`src/rtl/cdpm_pkg.sv`:
```
// cdpm package: constants, modes and carriers for the clock and power monitor
package cdpm_pkg;

  // ----------------------------------------------------------------
  // clock division figures
  // ----------------------------------------------------------------
  localparam int unsigned CLKOUT_DIV     = 6;
  localparam int unsigned CLKOUT_HALF    = CLKOUT_DIV / 2;
  localparam int unsigned CYC_PER_MC     = 6;
  localparam int unsigned CYC_PER_MC_CMP = 12;
  localparam logic [7:0]  DIVIDER_RST    = 8'h00;

  // ----------------------------------------------------------------
  // oscillator stabilisation counts
  // ----------------------------------------------------------------
  localparam int unsigned STAB_XTAL      = 1024;
  localparam int unsigned STAB_RC        = 256;
  localparam int unsigned STAB_W         = 11;

  // ----------------------------------------------------------------
  // brownout thresholds, millivolts
  // ----------------------------------------------------------------
  localparam int unsigned BO_LOW_MV      = 2500;
  localparam int unsigned BO_HIGH_MV     = 3800;

  // ----------------------------------------------------------------
  // power control bit positions
  // ----------------------------------------------------------------
  localparam int unsigned PWR_SLEEP_BIT  = 0;
  localparam int unsigned PWR_DEEP_BIT   = 1;
  localparam int unsigned PWR_PU_FLAG_BIT = 4;
  localparam int unsigned PWR_BO_FLAG_BIT = 5;

  typedef enum logic [1:0] {
    CDPM_OSC_XTAL,
    CDPM_OSC_RC,
    CDPM_OSC_EXT
  } cdpm_osc_t;

  typedef enum logic [1:0] {
    CDPM_RUN,
    CDPM_IDLE,
    CDPM_DOWN,
    CDPM_WAKE
  } cdpm_mode_t;

  // fixed configuration word
  typedef struct packed {
    cdpm_osc_t  osc_sel;
    logic       compat_clock_halve;
    logic       brownout_level;
  } cdpm_user_config_word_t;

  // software-driven control bits
  typedef struct packed {
    logic       clkout_enable;
    logic       brownout_irq_select;
    logic       brownout_disable;
    logic       global_irq_on;
    logic       brownout_irq_enable;
  } cdpm_ctrl_t;

endpackage

```
`src/rtl/cdpm_divider.sv`:
```
// cdpm divider: programmable divide-by-2*(N+1) tick generator, N zero passes source ticks through
`timescale 1ns/1ps
`default_nettype none
module cdpm_divider #(
  parameter int unsigned W = 8
) (
  input  wire logic         clk,
  input  wire logic         rst,
  input  wire logic         src_tick,
  input  wire logic [W-1:0] div_n,
  output logic              tick
);

  logic [W:0] cnt_r;
  logic [W:0] cnt_nxt;
  logic       tick_nxt;
  logic [W:0] limit;

  // ----------------------------------------------------------------
  // count source ticks, wrap at 2*(N+1)-1
  // ----------------------------------------------------------------
  always_comb begin
    limit    = {div_n, 1'b1};
    cnt_nxt  = cnt_r;
    tick_nxt = 1'b0;
    if (div_n == '0) begin
      cnt_nxt  = '0;
      tick_nxt = src_tick;
    end else if (src_tick) begin
      // live value compared at once, the period in progress ends at the new limit
      if (cnt_r >= limit) begin
        cnt_nxt  = '0;
        tick_nxt = 1'b1;
      end else begin
        cnt_nxt = cnt_r + 1'b1;
      end
    end
  end

  always_ff @(posedge clk or posedge rst) begin
    if (rst) begin
      cnt_r <= '0;
      tick  <= 1'b0;
    end else begin
      cnt_r <= cnt_nxt;
      tick  <= tick_nxt;
    end
  end

endmodule
`default_nettype wire

```
`src/rtl/cdpm_core.sv`:
```
// cdpm core: clock output, cpu clock division, brownout, power-on and sleep control
`timescale 1ns/1ps
`default_nettype none
// Function
// - clock output toggles at one third of cpu clock rate
// - clock output only with rc or external clock, enabled, running in idle
// - external clock, clock output not enabled: second oscillator pin is ordinary port pin
// - compat halve divides cpu clock by two, twelve clocks per machine cycle
// - divider zero gives oscillator clock, or halved under compat halve
// - divider N from 1 to 255 divides by 2*(N+1)
// - divider writes accepted any time without disturbing execution
// - brownout resets by default, raises interrupt when irq select set
// - brownout reset held while detector stays active
// - brownout interrupt raised once on inactive-to-active edge only
// - brownout interrupt output ignores global enable and brownout enable, only its wake needs both
// - every brownout sets brownout flag until software writes zero
// - brownout level one selects 2.5 V, zero selects 3.8 V
// - brownout disable stops detector: no reset, no interrupt
// - power-up detection sets powerup flag until software clears it
// - sleep request enters idle, ended by enabled interrupt or reset
// - deep sleep request enters power-down and stops oscillator
// - power-down ends on reset or enabled higher-priority wake interrupt
// - enabled brownout interrupt wakes power-down; brownout reset acts immediately
// - wake restarts oscillator, run after 1024 crystal or 256 rc clocks
// - watchdog reset, brownout and comparator keep working in power-down
// - brownout flag set by brownout reset or interrupt and at power-on
// - deep sleep request is power control bit one, one enters power-down
module cdpm_core (
  input  wire logic                            clk,
  input  wire logic                            rst,
  input  wire cdpm_pkg::cdpm_user_config_word_t user_config_word,
  input  wire cdpm_pkg::cdpm_ctrl_t            ctrl,
  input  wire logic [7:0]                      cpu_divider_reg,
  input  wire logic                            power_wr,
  input  wire logic [7:0]                      power_wdata,
  input  wire logic                            bo_detect_pin,
  input  wire logic                            por_detect_pin,
  input  wire logic                            wdt_overflow,
  input  wire logic                            wake_irq,
  input  wire logic                            any_irq,
  input  wire logic                            gpio_out,
  input  wire logic                            gpio_oe,
  output logic                                 osc_out_pin_o,
  output logic                                 osc_out_pin_oe,
  output logic                                 osc_run,
  output logic                                 cpu_tick,
  output logic                                 periph_tick,
  output logic                                 cpu_reset,
  output logic                                 brownout_irq,
  output logic                                 brownout_level_sel,
  output logic [7:0]                           power_control_reg
);

  // ----------------------------------------------------------------
  // synchronisers for pin-level detector inputs
  // ----------------------------------------------------------------
  logic [1:0] bo_sync_r;
  logic [1:0] por_sync_r;
  logic       bo_d_r;
  logic       por_d_r;
  logic       bo_active;
  logic       bo_rise;
  logic       por_rise;
  logic       bo_as_reset;

  always_ff @(posedge clk or posedge rst) begin
    if (rst) begin
      bo_sync_r  <= 2'b00;
      por_sync_r <= 2'b00;
      bo_d_r     <= 1'b0;
      por_d_r    <= 1'b0;
    end else begin
      bo_sync_r  <= {bo_sync_r[0], bo_detect_pin};
      por_sync_r <= {por_sync_r[0], por_detect_pin};
      bo_d_r     <= bo_active;
      por_d_r    <= por_sync_r[1];
    end
  end

  // detector keeps running in power-down, the oscillator does not matter here
  assign bo_active   = bo_sync_r[1] & ~ctrl.brownout_disable;
  assign bo_rise     = bo_active & ~bo_d_r;
  assign por_rise    = por_sync_r[1] & ~por_d_r;
  assign bo_as_reset = ~ctrl.brownout_irq_select;

  // analog comparator threshold select passes straight to the detector
  assign brownout_level_sel = user_config_word.brownout_level;

  // ----------------------------------------------------------------
  // mode machine and power control bits
  // ----------------------------------------------------------------
  cdpm_pkg::cdpm_mode_t mode_r;
  cdpm_pkg::cdpm_mode_t mode_nxt;
  logic                 sleep_r;
  logic                 sleep_nxt;
  logic                 deep_r;
  logic                 deep_nxt;
  logic                 bo_flag_r;
  logic                 bo_flag_nxt;
  logic                 pu_flag_r;
  logic                 pu_flag_nxt;
  logic [cdpm_pkg::STAB_W-1:0] stab_r;
  logic [cdpm_pkg::STAB_W-1:0] stab_nxt;
  logic [cdpm_pkg::STAB_W-1:0] stab_limit;
  logic                 bo_irq_req;
  logic                 wake_ev;

  assign bo_irq_req = bo_rise & ctrl.brownout_irq_select
                      & ctrl.global_irq_on & ctrl.brownout_irq_enable;
  assign wake_ev    = wake_irq | bo_irq_req;
  assign stab_limit = (user_config_word.osc_sel == cdpm_pkg::CDPM_OSC_XTAL)
                      ? cdpm_pkg::STAB_W'(cdpm_pkg::STAB_XTAL - 1)
                      : cdpm_pkg::STAB_W'(cdpm_pkg::STAB_RC - 1);

  always_comb begin
    mode_nxt  = mode_r;
    sleep_nxt = sleep_r;
    deep_nxt  = deep_r;
    bo_flag_nxt = bo_flag_r;
    pu_flag_nxt = pu_flag_r;
    stab_nxt  = stab_r;
    if (power_wr) begin
      sleep_nxt = power_wdata[cdpm_pkg::PWR_SLEEP_BIT];
      deep_nxt  = power_wdata[cdpm_pkg::PWR_DEEP_BIT];
      bo_flag_nxt = bo_flag_r & power_wdata[cdpm_pkg::PWR_BO_FLAG_BIT];
      pu_flag_nxt = pu_flag_r & power_wdata[cdpm_pkg::PWR_PU_FLAG_BIT];
    end
    // set wins over a software clear in the same cycle
    if (bo_rise) begin
      bo_flag_nxt = 1'b1;
    end
    if (por_rise) begin
      bo_flag_nxt = 1'b1;
      pu_flag_nxt = 1'b1;
    end
    unique case (mode_r)
      cdpm_pkg::CDPM_RUN: begin
        if (deep_nxt) begin
          mode_nxt = cdpm_pkg::CDPM_DOWN;
        end else if (sleep_nxt) begin
          mode_nxt = cdpm_pkg::CDPM_IDLE;
        end
      end
      cdpm_pkg::CDPM_IDLE: begin
        if (any_irq | bo_irq_req) begin
          mode_nxt  = cdpm_pkg::CDPM_RUN;
          sleep_nxt = 1'b0;
        end
      end
      cdpm_pkg::CDPM_DOWN: begin
        if (wake_ev) begin
          mode_nxt = cdpm_pkg::CDPM_WAKE;
          stab_nxt = '0;
        end
      end
      cdpm_pkg::CDPM_WAKE: begin
        if (stab_r >= stab_limit) begin
          mode_nxt  = cdpm_pkg::CDPM_RUN;
          deep_nxt  = 1'b0;
          sleep_nxt = 1'b0;
        end else begin
          stab_nxt = stab_r + 1'b1;
        end
      end
    endcase
  end

  // reset clears the requests, which also ends any low-power mode
  always_ff @(posedge clk or posedge rst) begin
    if (rst) begin
      mode_r  <= cdpm_pkg::CDPM_RUN;
      sleep_r <= 1'b0;
      deep_r  <= 1'b0;
      bo_flag_r <= 1'b0;
      pu_flag_r <= 1'b0;
      stab_r  <= '0;
    end else begin
      mode_r  <= mode_nxt;
      sleep_r <= sleep_nxt;
      deep_r  <= deep_nxt;
      bo_flag_r <= bo_flag_nxt;
      pu_flag_r <= pu_flag_nxt;
      stab_r  <= stab_nxt;
    end
  end

  always_comb begin
    power_control_reg = 8'h00;
    power_control_reg[cdpm_pkg::PWR_SLEEP_BIT] = sleep_r;
    power_control_reg[cdpm_pkg::PWR_DEEP_BIT]  = deep_r;
    power_control_reg[cdpm_pkg::PWR_PU_FLAG_BIT] = pu_flag_r;
    power_control_reg[cdpm_pkg::PWR_BO_FLAG_BIT] = bo_flag_r;
  end

  // ----------------------------------------------------------------
  // resets and interrupt
  // ----------------------------------------------------------------
  logic bo_irq_r;

  always_ff @(posedge clk or posedge rst) begin
    if (rst) begin
      bo_irq_r <= 1'b0;
    end else begin
      bo_irq_r <= bo_rise & ctrl.brownout_irq_select;
    end
  end

  assign brownout_irq = bo_irq_r;
  // combinational so it acts even with the oscillator stopped
  assign cpu_reset    = (bo_active & bo_as_reset) | wdt_overflow;

  // ----------------------------------------------------------------
  // cpu clock chain
  // ----------------------------------------------------------------
  logic half_r;
  logic src_tick;
  logic div_tick;

  assign osc_run = (mode_r != cdpm_pkg::CDPM_DOWN);

  always_ff @(posedge clk or posedge rst) begin
    if (rst) begin
      half_r <= 1'b0;
    end else begin
      half_r <= osc_run & ~half_r;
    end
  end

  // halving trades speed for legacy twelve-clock machine cycles
  assign src_tick = user_config_word.compat_clock_halve ? half_r : osc_run;

  // divider samples the live value, so writes never stall the cpu
  cdpm_divider #(
    .W (8)
  ) u_div (
    .clk      (clk),
    .rst      (rst),
    .src_tick (src_tick),
    .div_n    (cpu_divider_reg),
    .tick     (div_tick)
  );

  assign periph_tick = div_tick;
  assign cpu_tick    = div_tick & (mode_r == cdpm_pkg::CDPM_RUN);

  // ----------------------------------------------------------------
  // clock output: toggles every three cpu clocks
  // ----------------------------------------------------------------
  logic [1:0] co_cnt_r;
  logic [1:0] co_cnt_nxt;
  logic       co_r;
  logic       co_nxt;
  logic       co_allowed;

  assign co_allowed = ctrl.clkout_enable
                      & (user_config_word.osc_sel != cdpm_pkg::CDPM_OSC_XTAL);

  always_comb begin
    co_cnt_nxt = co_cnt_r;
    co_nxt     = co_r;
    if (!co_allowed) begin
      co_cnt_nxt = 2'h0;
      co_nxt     = 1'b0;
    end else if (div_tick) begin
      if (co_cnt_r == 2'(cdpm_pkg::CLKOUT_HALF - 1)) begin
        co_cnt_nxt = 2'h0;
        co_nxt     = ~co_r;
      end else begin
        co_cnt_nxt = co_cnt_r + 2'h1;
      end
    end
  end

  always_ff @(posedge clk or posedge rst) begin
    if (rst) begin
      co_cnt_r <= 2'h0;
      co_r     <= 1'b0;
    end else begin
      co_cnt_r <= co_cnt_nxt;
      co_r     <= co_nxt;
    end
  end

  // pin shared with port: only ext-clock frees it as gpio
  always_comb begin
    osc_out_pin_o  = 1'b0;
    osc_out_pin_oe = 1'b0;
    if (co_allowed) begin
      osc_out_pin_o  = co_r;
      osc_out_pin_oe = 1'b1;
    end else if (user_config_word.osc_sel == cdpm_pkg::CDPM_OSC_EXT) begin
      osc_out_pin_o  = gpio_out;
      osc_out_pin_oe = gpio_oe;
    end
  end

  // ----------------------------------------------------------------
  // checks
  // ----------------------------------------------------------------
  a_bo_reset_hold: assert property (@(posedge clk) disable iff (rst)
    (bo_active && !ctrl.brownout_irq_select) |-> cpu_reset)
    else $error("brownout reset not held");

  a_bo_irq_once: assert property (@(posedge clk) disable iff (rst)
    brownout_irq |=> !brownout_irq)
    else $error("brownout irq repeated");

  a_bo_flag_sticky: assert property (@(posedge clk) disable iff (rst)
    (bo_flag_r && !power_wr) |=> bo_flag_r)
    else $error("brownout flag lost");

  a_bo_flag_set: assert property (@(posedge clk) disable iff (rst)
    bo_rise |=> bo_flag_r)
    else $error("brownout flag not set");

  a_pu_flag_set: assert property (@(posedge clk) disable iff (rst)
    por_rise |=> (pu_flag_r && bo_flag_r))
    else $error("power-up flags not set");

  a_down_osc_off: assert property (@(posedge clk) disable iff (rst)
    (mode_r == cdpm_pkg::CDPM_DOWN) |-> (!osc_run && !cpu_tick))
    else $error("oscillator runs in power-down");

  a_idle_gate: assert property (@(posedge clk) disable iff (rst)
    (mode_r == cdpm_pkg::CDPM_IDLE) |-> !cpu_tick)
    else $error("cpu clock in idle");

  a_wake_rc_len: assert property (@(posedge clk) disable iff (rst)
    ($rose(mode_r == cdpm_pkg::CDPM_WAKE)
      && user_config_word.osc_sel != cdpm_pkg::CDPM_OSC_XTAL)
    |-> (mode_r == cdpm_pkg::CDPM_WAKE) [*8])
    else $error("wake ended too early");

  a_wake_clears: assert property (@(posedge clk) disable iff (rst)
    ($past(mode_r) == cdpm_pkg::CDPM_WAKE && mode_r == cdpm_pkg::CDPM_RUN)
    |-> !deep_r)
    else $error("deep sleep request not cleared");

  a_bo_disable: assert property (@(posedge clk) disable iff (rst)
    (ctrl.brownout_disable && !wdt_overflow) |-> !cpu_reset)
    else $error("detector active while disabled");

endmodule
`default_nettype wire

```
`config.mk`:
```
export PLATFORM = sky130hd
export DESIGN_NAME = cdpm_core
export DESIGN_NICKNAME = d
export VERILOG_FILES = /design/src/rtl/cdpm_pkg.sv /design/src/rtl/cdpm_divider.sv /design/src/rtl/cdpm_core.sv
export SDC_FILE = /design/constraint.sdc
export NUM_CORES = 1
export LEC_CHECK = 0
export ABC_AREA = 1
export BUFFER_PORTS_ARGS = -buffer_cell sky130_fd_sc_hd__buf_2
export CORE_MARGIN = 3
export CORE_UTILIZATION = 55
export DETAILED_ROUTE_END_ITERATION = 10
export PLACE_DENSITY = 0.8
export SLEW_MARGIN = 20
export SYNTH_ARGS = -nofsm -noshare
export SYNTH_HDL_FRONTEND = slang
export SYNTH_SLANG_ARGS = --single-unit
```
`constraint.sdc`:
```
create_clock -name clk -period 1.91 [get_ports clk]
set_input_delay 0.382 -clock clk [delete_from_list [all_inputs] [get_ports clk]]
set_output_delay 0.382 -clock clk [all_outputs]
set_load 0.005 [all_outputs]
```
==> report_table.html <==
<table>
<tr><th>Metric</th><th>Value</th></tr>
<tr><th colspan="2">Outcome</th></tr>
<tr><td>Status</td><td>finished, final reports clean</td></tr>
<tr><th colspan="2">Timing</th></tr>
<tr><td>TNS Setup</td><td>0 ns</td></tr>
<tr><td>Final setup vio count</td><td>0</td></tr>
<tr><td>Share of the clock period used by the worst path</td><td>93.8%</td></tr>
<tr><td>Maximum achievable frequency</td><td>558 MHz</td></tr>
<tr><td>Time the final worst path needs with I/O delays and setup</td><td>1.79 ns</td></tr>
<tr><td>Max-slew violation count</td><td>0</td></tr>
<tr><td>Count of endpoints failing hold in the final timing report</td><td>0</td></tr>
<tr><td>Worst Slack Setup Final</td><td>0.118 ns</td></tr>
<tr><td>Setup repair after global routing missed its margin</td><td>no</td></tr>
<tr><td>Largest clock skew in the final design</td><td>0.00372 ns</td></tr>
<tr><th colspan="2">Routing</th></tr>
<tr><td>Total detailed-routing wirelength</td><td>4690 um</td></tr>
<tr><td>Remaining number of nets flagged by the antenna check after routing</td><td>0</td></tr>
<tr><td>Total via count in the routed design</td><td>2088</td></tr>
<tr><td>DRC violations left</td><td>0</td></tr>
<tr><td>WL/cell</td><td>11.4 um</td></tr>
<tr><td>1st-pass router iterations</td><td>4</td></tr>
<tr><td>Vias per cell</td><td>5.06</td></tr>
<tr><td>Iter 0 DRT Violations</td><td>51</td></tr>
<tr><th colspan="2">Synthesis</th></tr>
<tr><td>Per-instance average area after synthesis</td><td>7.80 um2</td></tr>
<tr><td>FF+latch count, synth</td><td>38</td></tr>
<tr><td>Fraction of the yosys area taken by sequential cells</td><td>38.2%</td></tr>
<tr><td>Synth warn</td><td>0</td></tr>
<tr><td>Netlist area before placement</td><td>2490 um2</td></tr>
<tr><td>Post-synthesis instance total</td><td>319</td></tr>
<tr><td>Post-synth cell types</td><td>36</td></tr>
<tr><th colspan="2">Critical path</th></tr>
<tr><td>Number of buffer and inverter stages on the critical path</td><td>3</td></tr>
<tr><td>Critical path start-end classification</td><td>input pin to flop</td></tr>
<tr><td>Top delay family on crit path</td><td>simple AND/OR/NAND/NOR gates</td></tr>
<tr><td>Most prevalent standard cell on the critical path</td><td>sky130_fd_sc_hd__nand2_1</td></tr>
<tr><td>Highest-delay cell along the critical path</td><td>sky130_fd_sc_hd__ha_1</td></tr>
<tr><td>Data required time at the worst endpoint</td><td>2.09 ns</td></tr>
<tr><td>Largest stage delay on the critical path</td><td>0.32 ns</td></tr>
<tr><td>Highest fanout seen on the critical path</td><td>6</td></tr>
<tr><td>Worst setup EP type</td><td>flop</td></tr>
<tr><td>Critical Path Source Type</td><td>input pin</td></tr>
<tr><td>Sequence of cells on the critical path</td><td>buf_2 &gt; or2_2 &gt; ha_1 &gt; a21oi_1 &gt; nand2_1 &gt; inv_1 &gt; nand4_4 &gt; buf_12 &gt; nand4_1 &gt; nand2_1</td></tr>
<tr><td>Arrival time at the worst endpoint</td><td>1.98 ns</td></tr>
<tr><th colspan="2">Die</th></tr>
<tr><td>FP Rows</td><td>23</td></tr>
<tr><td>Area enclosed by the die boundary</td><td>5370 um2</td></tr>
<tr><td>Vertical die dimension</td><td>73.3 um</td></tr>
<tr><td>Number of top-level pins</td><td>51</td></tr>
<tr><td>Core ar.</td><td>4170 um2</td></tr>
<tr><td>DIE WIDTH</td><td>73.3 um</td></tr>
<tr><td>Initial Utilization</td><td>59.6%</td></tr>
<tr><th colspan="2">Placement</th></tr>
<tr><td>Number of buffers inserted by port buffering</td><td>40</td></tr>
<tr><td>Worst slack, placed</td><td>-0.176 ns</td></tr>
<tr><td>Number of placed cells counting well taps</td><td>405</td></tr>
<tr><td>Detailed placer's ending HPWL</td><td>3630 um</td></tr>
<tr><td>Routability Congestion</td><td>0.881</td></tr>
<tr><th colspan="2">CTS</th></tr>
<tr><td>Setup bufs post-CTS</td><td>0</td></tr>
<tr><td>Clock-pin transition on the worst setup and hold timing paths</td><td>0.07 ns</td></tr>
<tr><td>Master cell of the clock root buffer</td><td>sky130_fd_sc_hd__clkbuf_8</td></tr>
<tr><td>Cts-stage hold buffer count</td><td>0</td></tr>
<tr><td>Number of clock buffers inserted by TritonCTS</td><td>5</td></tr>
<tr><td>Clock Sinks</td><td>38</td></tr>
<tr><td>Resized Gates After CTS</td><td>0</td></tr>
<tr><td>Maximum clock insertion buffer count</td><td>2</td></tr>
<tr><td>Number of H-tree branching levels</td><td>2</td></tr>
<tr><td>Latest clock arrival within the worst-skew pair</td><td>0.29 ns</td></tr>
<tr><td>TritonCTS clock tree</td><td>done</td></tr>
<tr><th colspan="2">Finish</th></tr>
<tr><td>Nets@finish</td><td>409</td></tr>
<tr><td>Area delta synth-&gt;final</td><td>13.5%</td></tr>
<tr><td>Most common cell after layout, fill and taps aside</td><td>sky130_fd_sc_hd__nand2_1</td></tr>
<tr><td>Non-filler instance count after layout</td><td>413</td></tr>
<tr><td>Number of diodes</td><td>0</td></tr>
<tr><td>Most frequent cells in the layout</td><td>sky130_fd_sc_hd__nand2_1, sky130_fd_sc_hd__inv_1, sky130_fd_sc_hd__buf_2</td></tr>
<tr><td>Layout cell share with drive strength beyond 1</td><td>25.1%</td></tr>
<tr><td>Utilization after layout</td><td>67.7%</td></tr>
<tr><th colspan="2">Power</th></tr>
<tr><td>P_leak</td><td>0.00149 uW</td></tr>
<tr><td>Switching component of the power</td><td>1300 uW</td></tr>
<tr><td>Comb power frac</td><td>42.0%</td></tr>
<tr><td>Worst VDD drop</td><td>634 uV</td></tr>
<tr><td>Switching fraction of total power</td><td>40.3%</td></tr>
<tr><td>Fraction of power consumed by the clock network</td><td>20.7%</td></tr>
<tr><td>Portion of total power attributed to sequential cells</td><td>37.3%</td></tr>
<tr><td>Power density over cell area</td><td>1140 nW/um2</td></tr>
<tr><td>Internal power</td><td>1920 uW</td></tr>
<tr><th colspan="2">Global route</th></tr>
<tr><td>Antenna violations before repair</td><td>0</td></tr>
<tr><td>Largest net degree at the start of global routing</td><td>39</td></tr>
<tr><td>GRT overflow</td><td>0</td></tr>
<tr><td>First-pass GRT wire length</td><td>8290 um</td></tr>
<tr><td>Number of global-route vias before repair</td><td>2008</td></tr>
<tr><td>Aggregate global-route resource usage</td><td>19.9%</td></tr>
<tr><th colspan="2">Run</th></tr>
<tr><td>Max Cap Violations</td><td>0</td></tr>
<tr><th colspan="2">Hold path</th></tr>
<tr><td>HP Class</td><td>input pin to asynchronous set/reset pin</td></tr>
</table>
==> per-layer routing <==
layer	wire, um	global-route usage, %	part of all wire, %
met3	157	4.65	3.3
met1	2140	23.2	46
met4	48	6.56	1.0
met5	0	0	0
met2	2350	35.5	50
==> path summary, 6_finish.rpt <==
kind	to	cells past startpoint	slack, ns	start
min in group clk	bo_sync_r[0]$_DFF_PP0_	1	0.20	bo_detect_pin
max in group asynchronous	u_div.cnt_r[3]$_DFFE_PP0P_	3	1.38	rst
hold / removal	co_cnt_r[0]$_DFFE_PP0P_	3	0.20	rst
setup reg to reg	mode_r[1]$_DFFE_PP0P_	8	0.23	stab_r[9]$_DFFE_PP0P_
hold reg to reg	bo_sync_r[1]$_DFF_PP0_	0	0.36	bo_sync_r[0]$_DFF_PP0_
setup / recovery	mode_r[1]$_DFFE_PP0P_	10	0.12	user_config_word[3]
==> power groups by stage <==
stage               combinational (uW)  sequential, uW  clock [uW]
floorplan                         1100            1170           0
global placement                  1310            1210           0
detailed placement                1330            1210           0
CTS                               1340            1200         683
global route                      1550            1230         716
finish                            1350            1200         666
==> stage by stage <==
stage	hold WS [ns]	power [uW]	instance area (um2)
6_report	0.196	3220	2830
5_1_grt	0.187	3500	2830
4_1_cts	0.190	3230	2820
3_5_place_dp	0.338	2550	2710
3_3_place_gp	0.334	2520	2710
2_1_floorplan	0.331	2270	2500
==> layout make-up <==
type	count	area, um2
timing repair buffer	45	250
tap	50	62.6
fill	350	1350
multi-input combinational	220	1250
inverter	52	198
clock inverter	3	40.0
clock buffer	5	68.8
sequential	38	951
==> registers in the layout, summed over array words and instances, names as in the netlist <==
name,cells
u_div.cnt_r,9
u_div.tick,1
por_sync_r,2
co_cnt_r,2
bo_d_r,1
sleep_r,1
brownout_irq,1
deep_r,1
bo_flag_r,1
co_r,1
stab_r,11
bo_sync_r,2
half_r,1
por_d_r,1
mode_r,2
pu_flag_r,1
==> cells by family (layout without fill, tap and decap cells) <==
group	after synthesis	count (layout)	share of synthesized area (%)
and+or+nand+nor	164	164	32.7
DFF	38	38	38.2
AOI/OAI and AO/OA	35	35	9.00
other	1	4	0.151
adders and majority gates	12	12	6.03
buffers and inverters	64	105	12.2
xor gates and xnor gates	5	5	1.76
==> Yosys cell counts, drive strengths merged <==
master   n  area (um2)
nor3     7        35.0
nor2    39         194
nor3b    2        15.0
o21ai   19         114
xor2     4        35.0
inv     52         198
a21oi   10        61.3
o21bai   2        15.0
buf     12         105
conb     1        3.75
o211ai   1        7.51
nand4    5        46.3
or2      3        18.8
o21a     1        7.51
dfrtp   38         951
nand2   77         324
o22ai    1        12.5
ha      12         150
xnor2    1        8.76
nand3   31         180
a31oi    1        6.26
==> worst reg2reg max path: cells and delay by family, from the launching register on <==
kind / cells / cell delay [ns]
flip-flops: 1 / 0.39
AND/OR/NAND/NOR: 4 / 0.39
adder cells (fa/ha/maj): 1 / 0.33
buffers and inverters: 2 / 0.30
AO/OA/AOI/OAI: 1 / 0.16
Power figures use the tool's default switching activity.
